## src/hdl/readout_pkg.sv

```systemverilog
// What this block does
// - mode 1 clears gate dark charge on every accepted line, up to half the maximum rate
// - clearing mode flushes gate charge after trigger, then acquires the line
// - clearing mode accepts at most half the immediate-readout maximum line rate
// - clearing mode delays exposure start one readout period, duration unchanged
// - one model constant serves as exposure delay and auto exposure ceiling
// - mode 0 picks clearing or immediate readout from measured line rate
// - auto mode clears below about 38 percent of maximum rate, immediate above about 45 percent
// - fast jump across both thresholds may spoil only the first line after
// - rate rise under 10 percent switches mode without spoiling any line
// - auto mode above half maximum rate caps exposure at the model ceiling
// - mode 2 reads out immediately without clearing; it is the reset default
// - clearing at 45 percent internal rate, exposure mode 2 or 7: warning 09
// - in that conflict every other line trigger is skipped
// - readout mode belongs to the saved and restored settings set
// - readout mode readable in full report and in its own query
// - immediate readout starts on falling edge of the external line trigger
// - mode selectable only in low sensitivity and tall pixel; the block has no pixel setting and forces immediate only in high sensitivity
package readout_pkg;
   localparam int          CLK_MHZ        = 250;
   localparam real         EXP_DELAY_US   = 27.5;
   localparam int          EXP_DELAY_CYC  = int'(EXP_DELAY_US * CLK_MHZ);
   localparam real         MAX_RATE_KHZ   = 36.0;
   // minimum line period in immediate readout, cycles
   localparam int          MIN_PERIOD_CYC = int'(1000.0 * CLK_MHZ / MAX_RATE_KHZ);
   localparam int          CLR_PERIOD_CYC = 2 * MIN_PERIOD_CYC;
   localparam real         TO_IMM_KHZ     = 16.4;
   localparam real         TO_CLR_KHZ     = 13.6;
   localparam int          TO_IMM_CYC     = int'(1000.0 * CLK_MHZ / TO_IMM_KHZ);
   localparam int          TO_CLR_CYC     = int'(1000.0 * CLK_MHZ / TO_CLR_KHZ);

   localparam logic [1:0]  MODE_AUTO      = 2'h0;
   localparam logic [1:0]  MODE_CLEAR     = 2'h1;
   localparam logic [1:0]  MODE_IMM       = 2'h2;
   localparam logic [1:0]  MODE_RST       = MODE_IMM;
   localparam logic [1:0]  SENS_LOW       = 2'h0;
   localparam logic [1:0]  SENS_HIGH      = 2'h1;
   localparam logic [3:0]  EXPMODE_RST    = 4'h7;
   localparam logic [7:0]  WARN_CODE      = 8'h09;

   localparam logic [4:0]  ADR_CTRL       = 5'h00;
   localparam logic [4:0]  ADR_EXPOSURE   = 5'h04;
   localparam logic [4:0]  ADR_STATUS     = 5'h08;
   localparam logic [4:0]  ADR_IRQ_STAT   = 5'h0c;
   localparam logic [4:0]  ADR_IRQ_MASK   = 5'h10;
   localparam logic [4:0]  ADR_MODE_Q     = 5'h14;

   localparam int          CTRL_MODE_LSB  = 0;
   localparam int          CTRL_SENS_LSB  = 4;
   localparam int          CTRL_EXPM_LSB  = 8;
   localparam int          CTRL_INT_BIT   = 12;
   localparam int          CTRL_AT45_BIT  = 13;

   localparam int          IRQ_WARN_BIT   = 0;
   localparam int          IRQ_BADVAL_BIT = 1;
   localparam int          IRQ_SKIP_BIT   = 2;
   localparam int          IRQ_SWITCH_BIT = 3;
   localparam int          IRQ_W          = 4;
   localparam logic [31:0] EXPOSURE_RST   = 32'h0000_0fa0;

   typedef enum logic [1:0] {ST_IDLE, ST_CLEAR, ST_DELAY, ST_EXPOSE} line_st_t;
endpackage : readout_pkg

```

## src/hdl/readout_mode_ctrl.sv

```systemverilog
`timescale 1ns/10ps
`default_nettype none
module readout_mode_ctrl #(
   parameter int EXP_DELAY_CYCLES = readout_pkg::EXP_DELAY_CYC,
   parameter int CLR_PERIOD_CYCLES = readout_pkg::CLR_PERIOD_CYC,
   parameter int TO_IMM_CYCLES    = readout_pkg::TO_IMM_CYC,
   parameter int TO_CLR_CYCLES    = readout_pkg::TO_CLR_CYC,
   parameter int CNT_W            = 32
) (
   input  wire logic        SYS_CLK,
   input  wire logic        SYS_RST,
   input  wire logic        CLK_EN,
   input  wire logic        WB_CYC_I,
   input  wire logic        WB_STB_I,
   input  wire logic        WB_WE_I,
   input  wire logic [4:0]  WB_ADR_I,
   input  wire logic [3:0]  WB_SEL_I,
   input  wire logic [31:0] WB_DAT_I,
   output logic      [31:0] WB_DAT_O,
   output logic             WB_ACK_O,
   input  wire logic        EXTERNAL_LINE_TRIGGER,
   input  wire logic        INTERNAL_LINE_PULSE,
   input  wire logic        SETTINGS_RESTORE,
   input  wire logic [1:0]  SETTINGS_MODE_IN,
   output logic      [1:0]  SETTINGS_MODE_OUT,
   output logic             GATE_CLEAR,
   output logic             READOUT_START,
   output logic             EXPOSE,
   output logic             WARN_ACTIVE,
   output logic      [7:0]  WARN_CODE_OUT,
   output logic             IRQ
);
   typedef struct packed {
      logic [1:0]              mode;
      logic [1:0]              sens;
      logic [3:0]              expmode;
      logic                    int_rate;
      logic                    at45;
      logic [31:0]             exposure;
      logic [readout_pkg::IRQ_W-1:0] istat;
      logic [readout_pkg::IRQ_W-1:0] imask;
      logic                    trig_d;
      logic                    skip_tog;
      logic                    eff_clear;
      logic [CNT_W-1:0]        period;
      logic [CNT_W-1:0]        last_period;
      logic [CNT_W-1:0]        cnt;
      readout_pkg::line_st_t   st;
      logic                    ack;
      logic [31:0]             rdat;
      logic                    gclr;
      logic                    rstart;
      logic                    expo;
   } state_t;

   state_t s_reg;
   state_t s_next;

   function automatic logic [31:0] merge(input logic [31:0] old, input logic [31:0] nw, input logic [3:0] sel);
      logic [31:0] r;
      r = old;
      for (int i = 0; i < 4; i++) begin
         if (sel[i]) begin
            r[8*i +: 8] = nw[8*i +: 8];
         end
      end
      return r;
   endfunction : merge

   logic        trig_fall;
   logic        line_evt;
   logic        conflict;
   logic        mode_allowed;
   logic [1:0]  eff_mode;
   logic        auto_hi;
   logic [31:0] exp_used;
   logic [31:0] ctrl_word;
   logic [1:0]  req_mode;
   logic [31:0] wv;

   always_comb begin
      trig_fall    = s_reg.trig_d & ~EXTERNAL_LINE_TRIGGER;
      line_evt     = s_reg.int_rate ? INTERNAL_LINE_PULSE : trig_fall;
      mode_allowed = (s_reg.sens != readout_pkg::SENS_HIGH);
      eff_mode     = mode_allowed ? s_reg.mode : readout_pkg::MODE_IMM;
      conflict     = (eff_mode == readout_pkg::MODE_CLEAR) && s_reg.at45
                     && (s_reg.expmode == 4'h2 || s_reg.expmode == 4'h7);
      auto_hi      = (eff_mode == readout_pkg::MODE_AUTO)
                     && (s_reg.last_period < CNT_W'(CLR_PERIOD_CYCLES));
      exp_used     = (auto_hi && s_reg.exposure > 32'(EXP_DELAY_CYCLES))
                     ? 32'(EXP_DELAY_CYCLES) : s_reg.exposure;
      ctrl_word    = '0;
      ctrl_word[readout_pkg::CTRL_MODE_LSB +: 2] = s_reg.mode;
      ctrl_word[readout_pkg::CTRL_SENS_LSB +: 2] = s_reg.sens;
      ctrl_word[readout_pkg::CTRL_EXPM_LSB +: 4] = s_reg.expmode;
      ctrl_word[readout_pkg::CTRL_INT_BIT]       = s_reg.int_rate;
      ctrl_word[readout_pkg::CTRL_AT45_BIT]      = s_reg.at45;
      wv           = merge(ctrl_word, WB_DAT_I, WB_SEL_I);
      req_mode     = wv[readout_pkg::CTRL_MODE_LSB +: 2];
   end

   always_comb begin
      logic accept;
      logic do_line;
      logic want_clear;
      accept     = 1'b0;
      do_line    = 1'b0;
      want_clear = 1'b0;
      s_next     = s_reg;
      s_next.trig_d = EXTERNAL_LINE_TRIGGER;
      s_next.ack    = 1'b0;
      s_next.gclr   = 1'b0;
      s_next.rstart = 1'b0;

      if (s_reg.period != '1) begin
         s_next.period = s_reg.period + CNT_W'(1);
      end

      // bus slave, one wait state
      if (WB_CYC_I && WB_STB_I && !s_reg.ack) begin
         s_next.ack  = 1'b1;
         s_next.rdat = 32'h0;
         unique case (WB_ADR_I)
            readout_pkg::ADR_CTRL: begin
               s_next.rdat = ctrl_word;
               if (WB_WE_I) begin
                  s_next.sens     = wv[readout_pkg::CTRL_SENS_LSB +: 2];
                  s_next.expmode  = wv[readout_pkg::CTRL_EXPM_LSB +: 4];
                  s_next.int_rate = wv[readout_pkg::CTRL_INT_BIT];
                  s_next.at45     = wv[readout_pkg::CTRL_AT45_BIT];
                  if (req_mode <= readout_pkg::MODE_IMM) begin
                     s_next.mode = req_mode;
                  end else begin
                     s_next.istat[readout_pkg::IRQ_BADVAL_BIT] = 1'b1;
                  end
               end
            end
            readout_pkg::ADR_EXPOSURE: begin
               s_next.rdat = s_reg.exposure;
               if (WB_WE_I) begin
                  s_next.exposure = merge(s_reg.exposure, WB_DAT_I, WB_SEL_I);
               end
            end
            readout_pkg::ADR_STATUS: begin
               s_next.rdat = {20'h0, conflict, s_reg.eff_clear, 2'(s_reg.st), WARN_CODE_OUT};
            end
            readout_pkg::ADR_IRQ_STAT: begin
               s_next.rdat = {28'h0, s_reg.istat};
               if (WB_WE_I && WB_SEL_I[0]) begin
                  s_next.istat = s_reg.istat & ~WB_DAT_I[readout_pkg::IRQ_W-1:0];
               end
            end
            readout_pkg::ADR_IRQ_MASK: begin
               s_next.rdat = {28'h0, s_reg.imask};
               if (WB_WE_I && WB_SEL_I[0]) begin
                  s_next.imask = WB_DAT_I[readout_pkg::IRQ_W-1:0];
               end
            end
            readout_pkg::ADR_MODE_Q: begin
               s_next.rdat = {30'h0, s_reg.mode};
            end
            default: begin
               s_next.rdat = 32'h0;
            end
         endcase
      end

      if (SETTINGS_RESTORE) begin
         if (SETTINGS_MODE_IN <= readout_pkg::MODE_IMM) begin
            s_next.mode = SETTINGS_MODE_IN;
         end
      end

      // line trigger handling
      if (line_evt) begin
         if (conflict) begin
            s_next.skip_tog = ~s_reg.skip_tog;
            if (!s_reg.skip_tog) begin
               s_next.istat[readout_pkg::IRQ_SKIP_BIT] = 1'b1;
            end
         end
         if (eff_mode == readout_pkg::MODE_CLEAR) begin
            accept = s_reg.period >= CNT_W'(CLR_PERIOD_CYCLES);
         end else begin
            accept = 1'b1;
         end
         do_line = accept && !(conflict && s_reg.skip_tog) && s_reg.st == readout_pkg::ST_IDLE;
      end

      if (do_line) begin
         s_next.period      = '0;
         s_next.last_period = s_reg.period;
         unique case (eff_mode)
            readout_pkg::MODE_CLEAR: want_clear = 1'b1;
            readout_pkg::MODE_IMM:   want_clear = 1'b0;
            default: begin
               // hysteresis on the line just measured; decided per line so a slow
               // ramp switches cleanly and a jump spoils at most one line
               if (s_reg.eff_clear) begin
                  want_clear = s_reg.period >= CNT_W'(TO_IMM_CYCLES);
               end else begin
                  want_clear = s_reg.period > CNT_W'(TO_CLR_CYCLES);
               end
            end
         endcase
         if (want_clear != s_reg.eff_clear) begin
            s_next.istat[readout_pkg::IRQ_SWITCH_BIT] = 1'b1;
         end
         s_next.eff_clear = want_clear;
         if (want_clear) begin
            s_next.st   = readout_pkg::ST_CLEAR;
            s_next.gclr = 1'b1;
            s_next.cnt  = CNT_W'(EXP_DELAY_CYCLES);
         end else begin
            s_next.rstart = 1'b1;
            s_next.st     = readout_pkg::ST_EXPOSE;
            s_next.cnt    = exp_used[CNT_W-1:0];
            s_next.expo   = 1'b1;
         end
      end else begin
         unique case (s_reg.st)
            readout_pkg::ST_IDLE: begin
               s_next.expo = 1'b0;
            end
            readout_pkg::ST_CLEAR: begin
               s_next.st     = readout_pkg::ST_DELAY;
               s_next.rstart = 1'b1;
            end
            readout_pkg::ST_DELAY: begin
               if (s_reg.cnt <= CNT_W'(1)) begin
                  s_next.st   = readout_pkg::ST_EXPOSE;
                  s_next.cnt  = exp_used[CNT_W-1:0];
                  s_next.expo = 1'b1;
               end else begin
                  s_next.cnt = s_reg.cnt - CNT_W'(1);
               end
            end
            readout_pkg::ST_EXPOSE: begin
               if (s_reg.cnt <= CNT_W'(1)) begin
                  s_next.st   = readout_pkg::ST_IDLE;
                  s_next.expo = 1'b0;
               end else begin
                  s_next.cnt = s_reg.cnt - CNT_W'(1);
               end
            end
         endcase
      end

      if (conflict) begin
         s_next.istat[readout_pkg::IRQ_WARN_BIT] = 1'b1;
      end
   end

   always_ff @(posedge SYS_CLK or posedge SYS_RST) begin
      if (SYS_RST) begin
         s_reg          <= '0;
         s_reg.mode     <= readout_pkg::MODE_RST;
         s_reg.expmode  <= readout_pkg::EXPMODE_RST;
         s_reg.exposure <= readout_pkg::EXPOSURE_RST;
         s_reg.period   <= '1;
         s_reg.st       <= readout_pkg::ST_IDLE;
      end else if (CLK_EN) begin
         s_reg <= s_next;
      end
   end

   always_comb begin
      WB_ACK_O          = s_reg.ack;
      WB_DAT_O          = s_reg.rdat;
      SETTINGS_MODE_OUT = s_reg.mode;
      GATE_CLEAR        = s_reg.gclr;
      READOUT_START     = s_reg.rstart;
      EXPOSE            = s_reg.expo;
      WARN_ACTIVE       = conflict;
      WARN_CODE_OUT     = conflict ? readout_pkg::WARN_CODE : 8'h00;
      IRQ               = |(s_reg.istat & s_reg.imask);
   end
endmodule : readout_mode_ctrl
`default_nettype wire

```

## config.mk

```make
export PLATFORM = sky130hd
export DESIGN_NAME = readout_mode_ctrl
export DESIGN_NICKNAME = d
export VERILOG_FILES = /design/src/hdl/readout_pkg.sv /design/src/hdl/readout_mode_ctrl.sv
export SDC_FILE = /design/constraint.sdc
export NUM_CORES = 1
export LEC_CHECK = 0
export ABC_AREA = 1
export BUFFER_PORTS_ARGS = -buffer_cell sky130_fd_sc_hd__buf_2
export CAP_MARGIN = 40
export CORE_ASPECT_RATIO = 1.4
export CORE_MARGIN = 8
export CORE_UTILIZATION = 30
export CTS_BUF_LIST = sky130_fd_sc_hd__clkbuf_4 sky130_fd_sc_hd__clkbuf_8
export CTS_CLUSTER_DIAMETER = 30
export DETAILED_ROUTE_END_ITERATION = 16
export PLACE_DENSITY_LB_ADDON = 0.2
export SYNTH_ARGS = -nofsm -noshare
export SYNTH_HDL_FRONTEND = slang
export SYNTH_SLANG_ARGS = --single-unit
```

## constraint.sdc

```tcl
create_clock -name SYS_CLK -period 8.03 [get_ports SYS_CLK]
set_input_delay 0.4015 -clock SYS_CLK [delete_from_list [all_inputs] [get_ports SYS_CLK]]
set_output_delay 0.4015 -clock SYS_CLK [all_outputs]
set_load 0.02 [all_outputs]
```

==> impl_metrics.toml <==
[synthesis]
synth_compound_area_share_pct = 9.15
synthAdderAreaFrac_pct = 1.26
synth_seq_cells = 181
seq_area_frac_synth_pct = 42.0
synthTopCellsByArea = "dfrtp_1 32%, nand2_1 15%, dfstp_2 10%"
yosysTopAreaCellShare_pct = 31.9
synth_area_per_cell_sq_um = 7.33
synth_top_family_by_area = "simple AND/OR/NAND/NOR gates"
yosysUniqueCellTypes = 45
synth-main-ff-cell = "dfrtp_1"
synth-edff-count = 0
synth_top_area_cell = "dfrtp_1"
async_flop_share_pct = 100
synth_xor_area_share_pct = 1.93
yosysWarnings = 0
synthCells = 1486
syn-cell-area_sq_um = 10900
synth-simple-area-share_pct = 34.1
synth_mux_area_share_pct = 1.45

[timing]
setup_violations = 0
period_minus_slack_ps = 3720
max_clock_freq_ghz = 0.269
hold_viol = 0
setup_tns_ps = 0
skew_ps = 23.0
rsz0062_at_grt = "no"
max-slew-margin-rel_pct = 42.3
fin_crit_sh_pct = 46.3
slew_violations = 0
worst_slew_pin_slew_ps = 864

[critical_path]
cp-start-kind = "flip-flop"
cp_slowest_cell = "inv_2"
crit_cells = 14
arrival_ps = 4120
cpLargestDelayFamily = "simple AND/OR/NAND/NOR gates"
crit_top_cell = "nand2_4"
crit_chain = "a21oi_1 -> ha_1 -> nand2_1 -> nor3_1 -> nand3_1 -> nand3_1 -> a21oi_4 -> nand2_4 -> nand2_4 -> nand2_4 -> inv_2 -> nand3_2 -> nand2_1 -> inv_1"
rr_worst_depth = 14
required_ps = 8430
critPathMaxFanout = 55
max_stage_delay_ps = 610
r2r-end = "s_reg[67]$_DFFE_PP0P_"
r2r-start = "SETTINGS_MODE_OUT[1]$_DFFE_PP1P_"
crit_buf_inv = 2
crit_type = "reg -> reg"
regToRegSetupSlack_ps = 4310
worstSetupEndpointType = "flip-flop"

[min_path]
hold_path.class = "in -> reg"
min_from = "WB_DAT_I[19]"
hold_end = "s_reg[164]$_DFFE_PP0P_"
hold_depth = 2

[floorplanning]
fp.dieH_microns = 242
fp.dieW_microns = 177
die-area_sq_um = 42800
pin_count = 100
initial_utilization_pct = 30.4
core_sq_um = 35800
rows = 82

[global_routing]
antenna_found_initial = 0
grt_max_degree = 106
grt.total_usage_pct = 16.1
grt_pass1_vias = 9670
grt_pass1_wl_mm = 54.4
overflow = 0

[cells_and_area]
area_growth_pct = 9.37
drive_gt1_share_pct = 16.5
multi_input_area_sq_um = 5240
nets = 1587
fill_cells = 3901
register_area_sq_um = 4580
largest_reg_flops = 135
diodes = 0

[power_and_ir_drop]
combinationalPowerShare_pct = 20.3
leakagePower_nw = 5.73
clkPwrFrac_pct = 30.0
peakVddDrop_v = 0.000111
power.net_switching_mw = 0.792
swShare_pct = 35.7
p_seq_share_pct = 49.7
finalPower_mw = 2.22
internal_power_mw = 1.43
power_density_nw_per_um2 = 186

[clocking]
htreeDepth = 4
insertion_delay_ps = 500
tritoncts = "done"
clockRootBuffer = "clkbuf_8"
cts_sinks = 181
cts_buffers = 17
holdBufCountCts = 1
cts_buffer_depth = 2
post_cts_resize_count = 0
postCtsSetupBuffers = 0
clkTransAtPathRegs_ps = 120

[placement]
port_buffers = 93
hpwlAfterDp_mm = 26.5
gp_congestion = 0.925

[status]
status = "finished clean"

[drt]
vias = 9624
ant_nets = 0
wl_per_cell_microns = 17.3
vias_per_cell = 4.81
drt_iter0_drc = 535
wl_mm = 34.5
drc = 0
drt_first_pass_iters = 5

[job]
maxCapViolations = 0
final cells by class:
class / count / area share [%]
clock buffer: 17 / 1.96
tap: 462 / 4.85
clock inverter: 15 / 1.55
sequential: 181 / 38.4
inverter: 142 / 4.56
timing repair buffer: 100 / 4.70
multi-input combinational: 1082 / 43.9
cells in the final DEF (no fill, tap or decap), drive strengths merged, types with 4 or more instances in the layout:
cell type  count
nand2        435
nor2         207
inv          147
dfrtp        139
nand3        128
o21ai        124
buf           99
dfstp         42
nand4         38
a21oi         35
nor3          24
xor2          17
clkbuf        17
mux2          14
ha            11
o31ai          8
clkinv         8
xnor2          7
nor4           7
conb           6
nand3b         4
or2            4
power groups by stage:
stage | sequential (mW) | combinational [mW] | clock (mW)
finish | 1.10 | 0.450 | 0.666
detailed placement | 1.12 | 0.454 | 0
floorplan | 1.09 | 0.348 | 0
global placement | 1.12 | 0.447 | 0
global route | 1.12 | 0.511 | 0.725
CTS | 1.10 | 0.455 | 0.691
kinds of logic after synthesis:
kind of cell,Yosys count
muxes,14
and+or+nand+nor,850
AOI/OAI and AO/OA,177
adders and majority gates,11
other,1
xor gates and xnor gates,24
buffers and inverters,228
DFF,181
Yosys cell counts (4+ instances only):
library cell and number:
nand2_1 424, nor2_1 186, dfrtp_1 139, inv_1 134
nand3_1 120, o21ai_0 106, buf_4 46, dfstp_2 42
nand4_1 38, a21oi_1 27, nor3_1 24, clkbuf_1 21
xor2_1 17, nor2_2 16, mux2_2 14, buf_2 12
ha_1 11, o21ai_1 11, o31ai_1 8, a21oi_2 7
buf_6 7, nand3_2 7, nor4_1 7, o21ai_2 7
xnor2_1 7, inv_2 6, nand2_4 6, nand2_2 5
nor2_4 5, nand3b_1 4, or2_2 4
how the worst max path moves through the flow:
| stage | startpoint | to | slack [ps] |
|---|---|---|---|
| 3_5_place_dp | SETTINGS_MODE_OUT[1]$_DFFE_PP1P_ | s_reg[65]$_DFFE_PP0P_ | 4270 |
| 2_1_floorplan | SYS_RST | EXPOSE$_DFFE_PP0P_ | 2780 |
| 3_3_place_gp | SETTINGS_MODE_OUT[1]$_DFFE_PP1P_ | s_reg[63]$_DFFE_PP0P_ | 4330 |
| 5_1_grt | SETTINGS_MODE_OUT[1]$_DFFE_PP1P_ | s_reg[67]$_DFFE_PP0P_ | 3910 |
| 4_1_cts | SETTINGS_MODE_OUT[1]$_DFFE_PP1P_ | s_reg[67]$_DFFE_PP0P_ | 4260 |
| 6_report | SETTINGS_MODE_OUT[1]$_DFFE_PP1P_ | s_reg[67]$_DFFE_PP0P_ | 4310 |
metal layers:
| layer | vias to the layer above | track usage (%) | wire [microns] |
|---|---|---|---|
| li1 | 4821 | - | - |
| met1 | 4575 | 18.2 | 13900 |
| met2 | 179 | 30.1 | 18600 |
| met3 | 49 | 2.25 | 1150 |
| met4 | 0 | 5.40 | 871 |
| met5 | - | 0 | 0 |
per-stage QoR:
stage	hold WS [ps]	cells	setup WS (ps)	util, %	instance area (sq um)
after CTS	92.6	1999	4260	33.3	11900
after global routing	90.1	1999	3910	33.3	11900
after global placement	458	1962	4330	31.9	11400
after floorplan	450	1491	2780	-	10900
final	122	1999	4310	33.3	11900
after detailed placement	377	1966	4270	32.1	11500
Power figures use the tool's default switching activity.
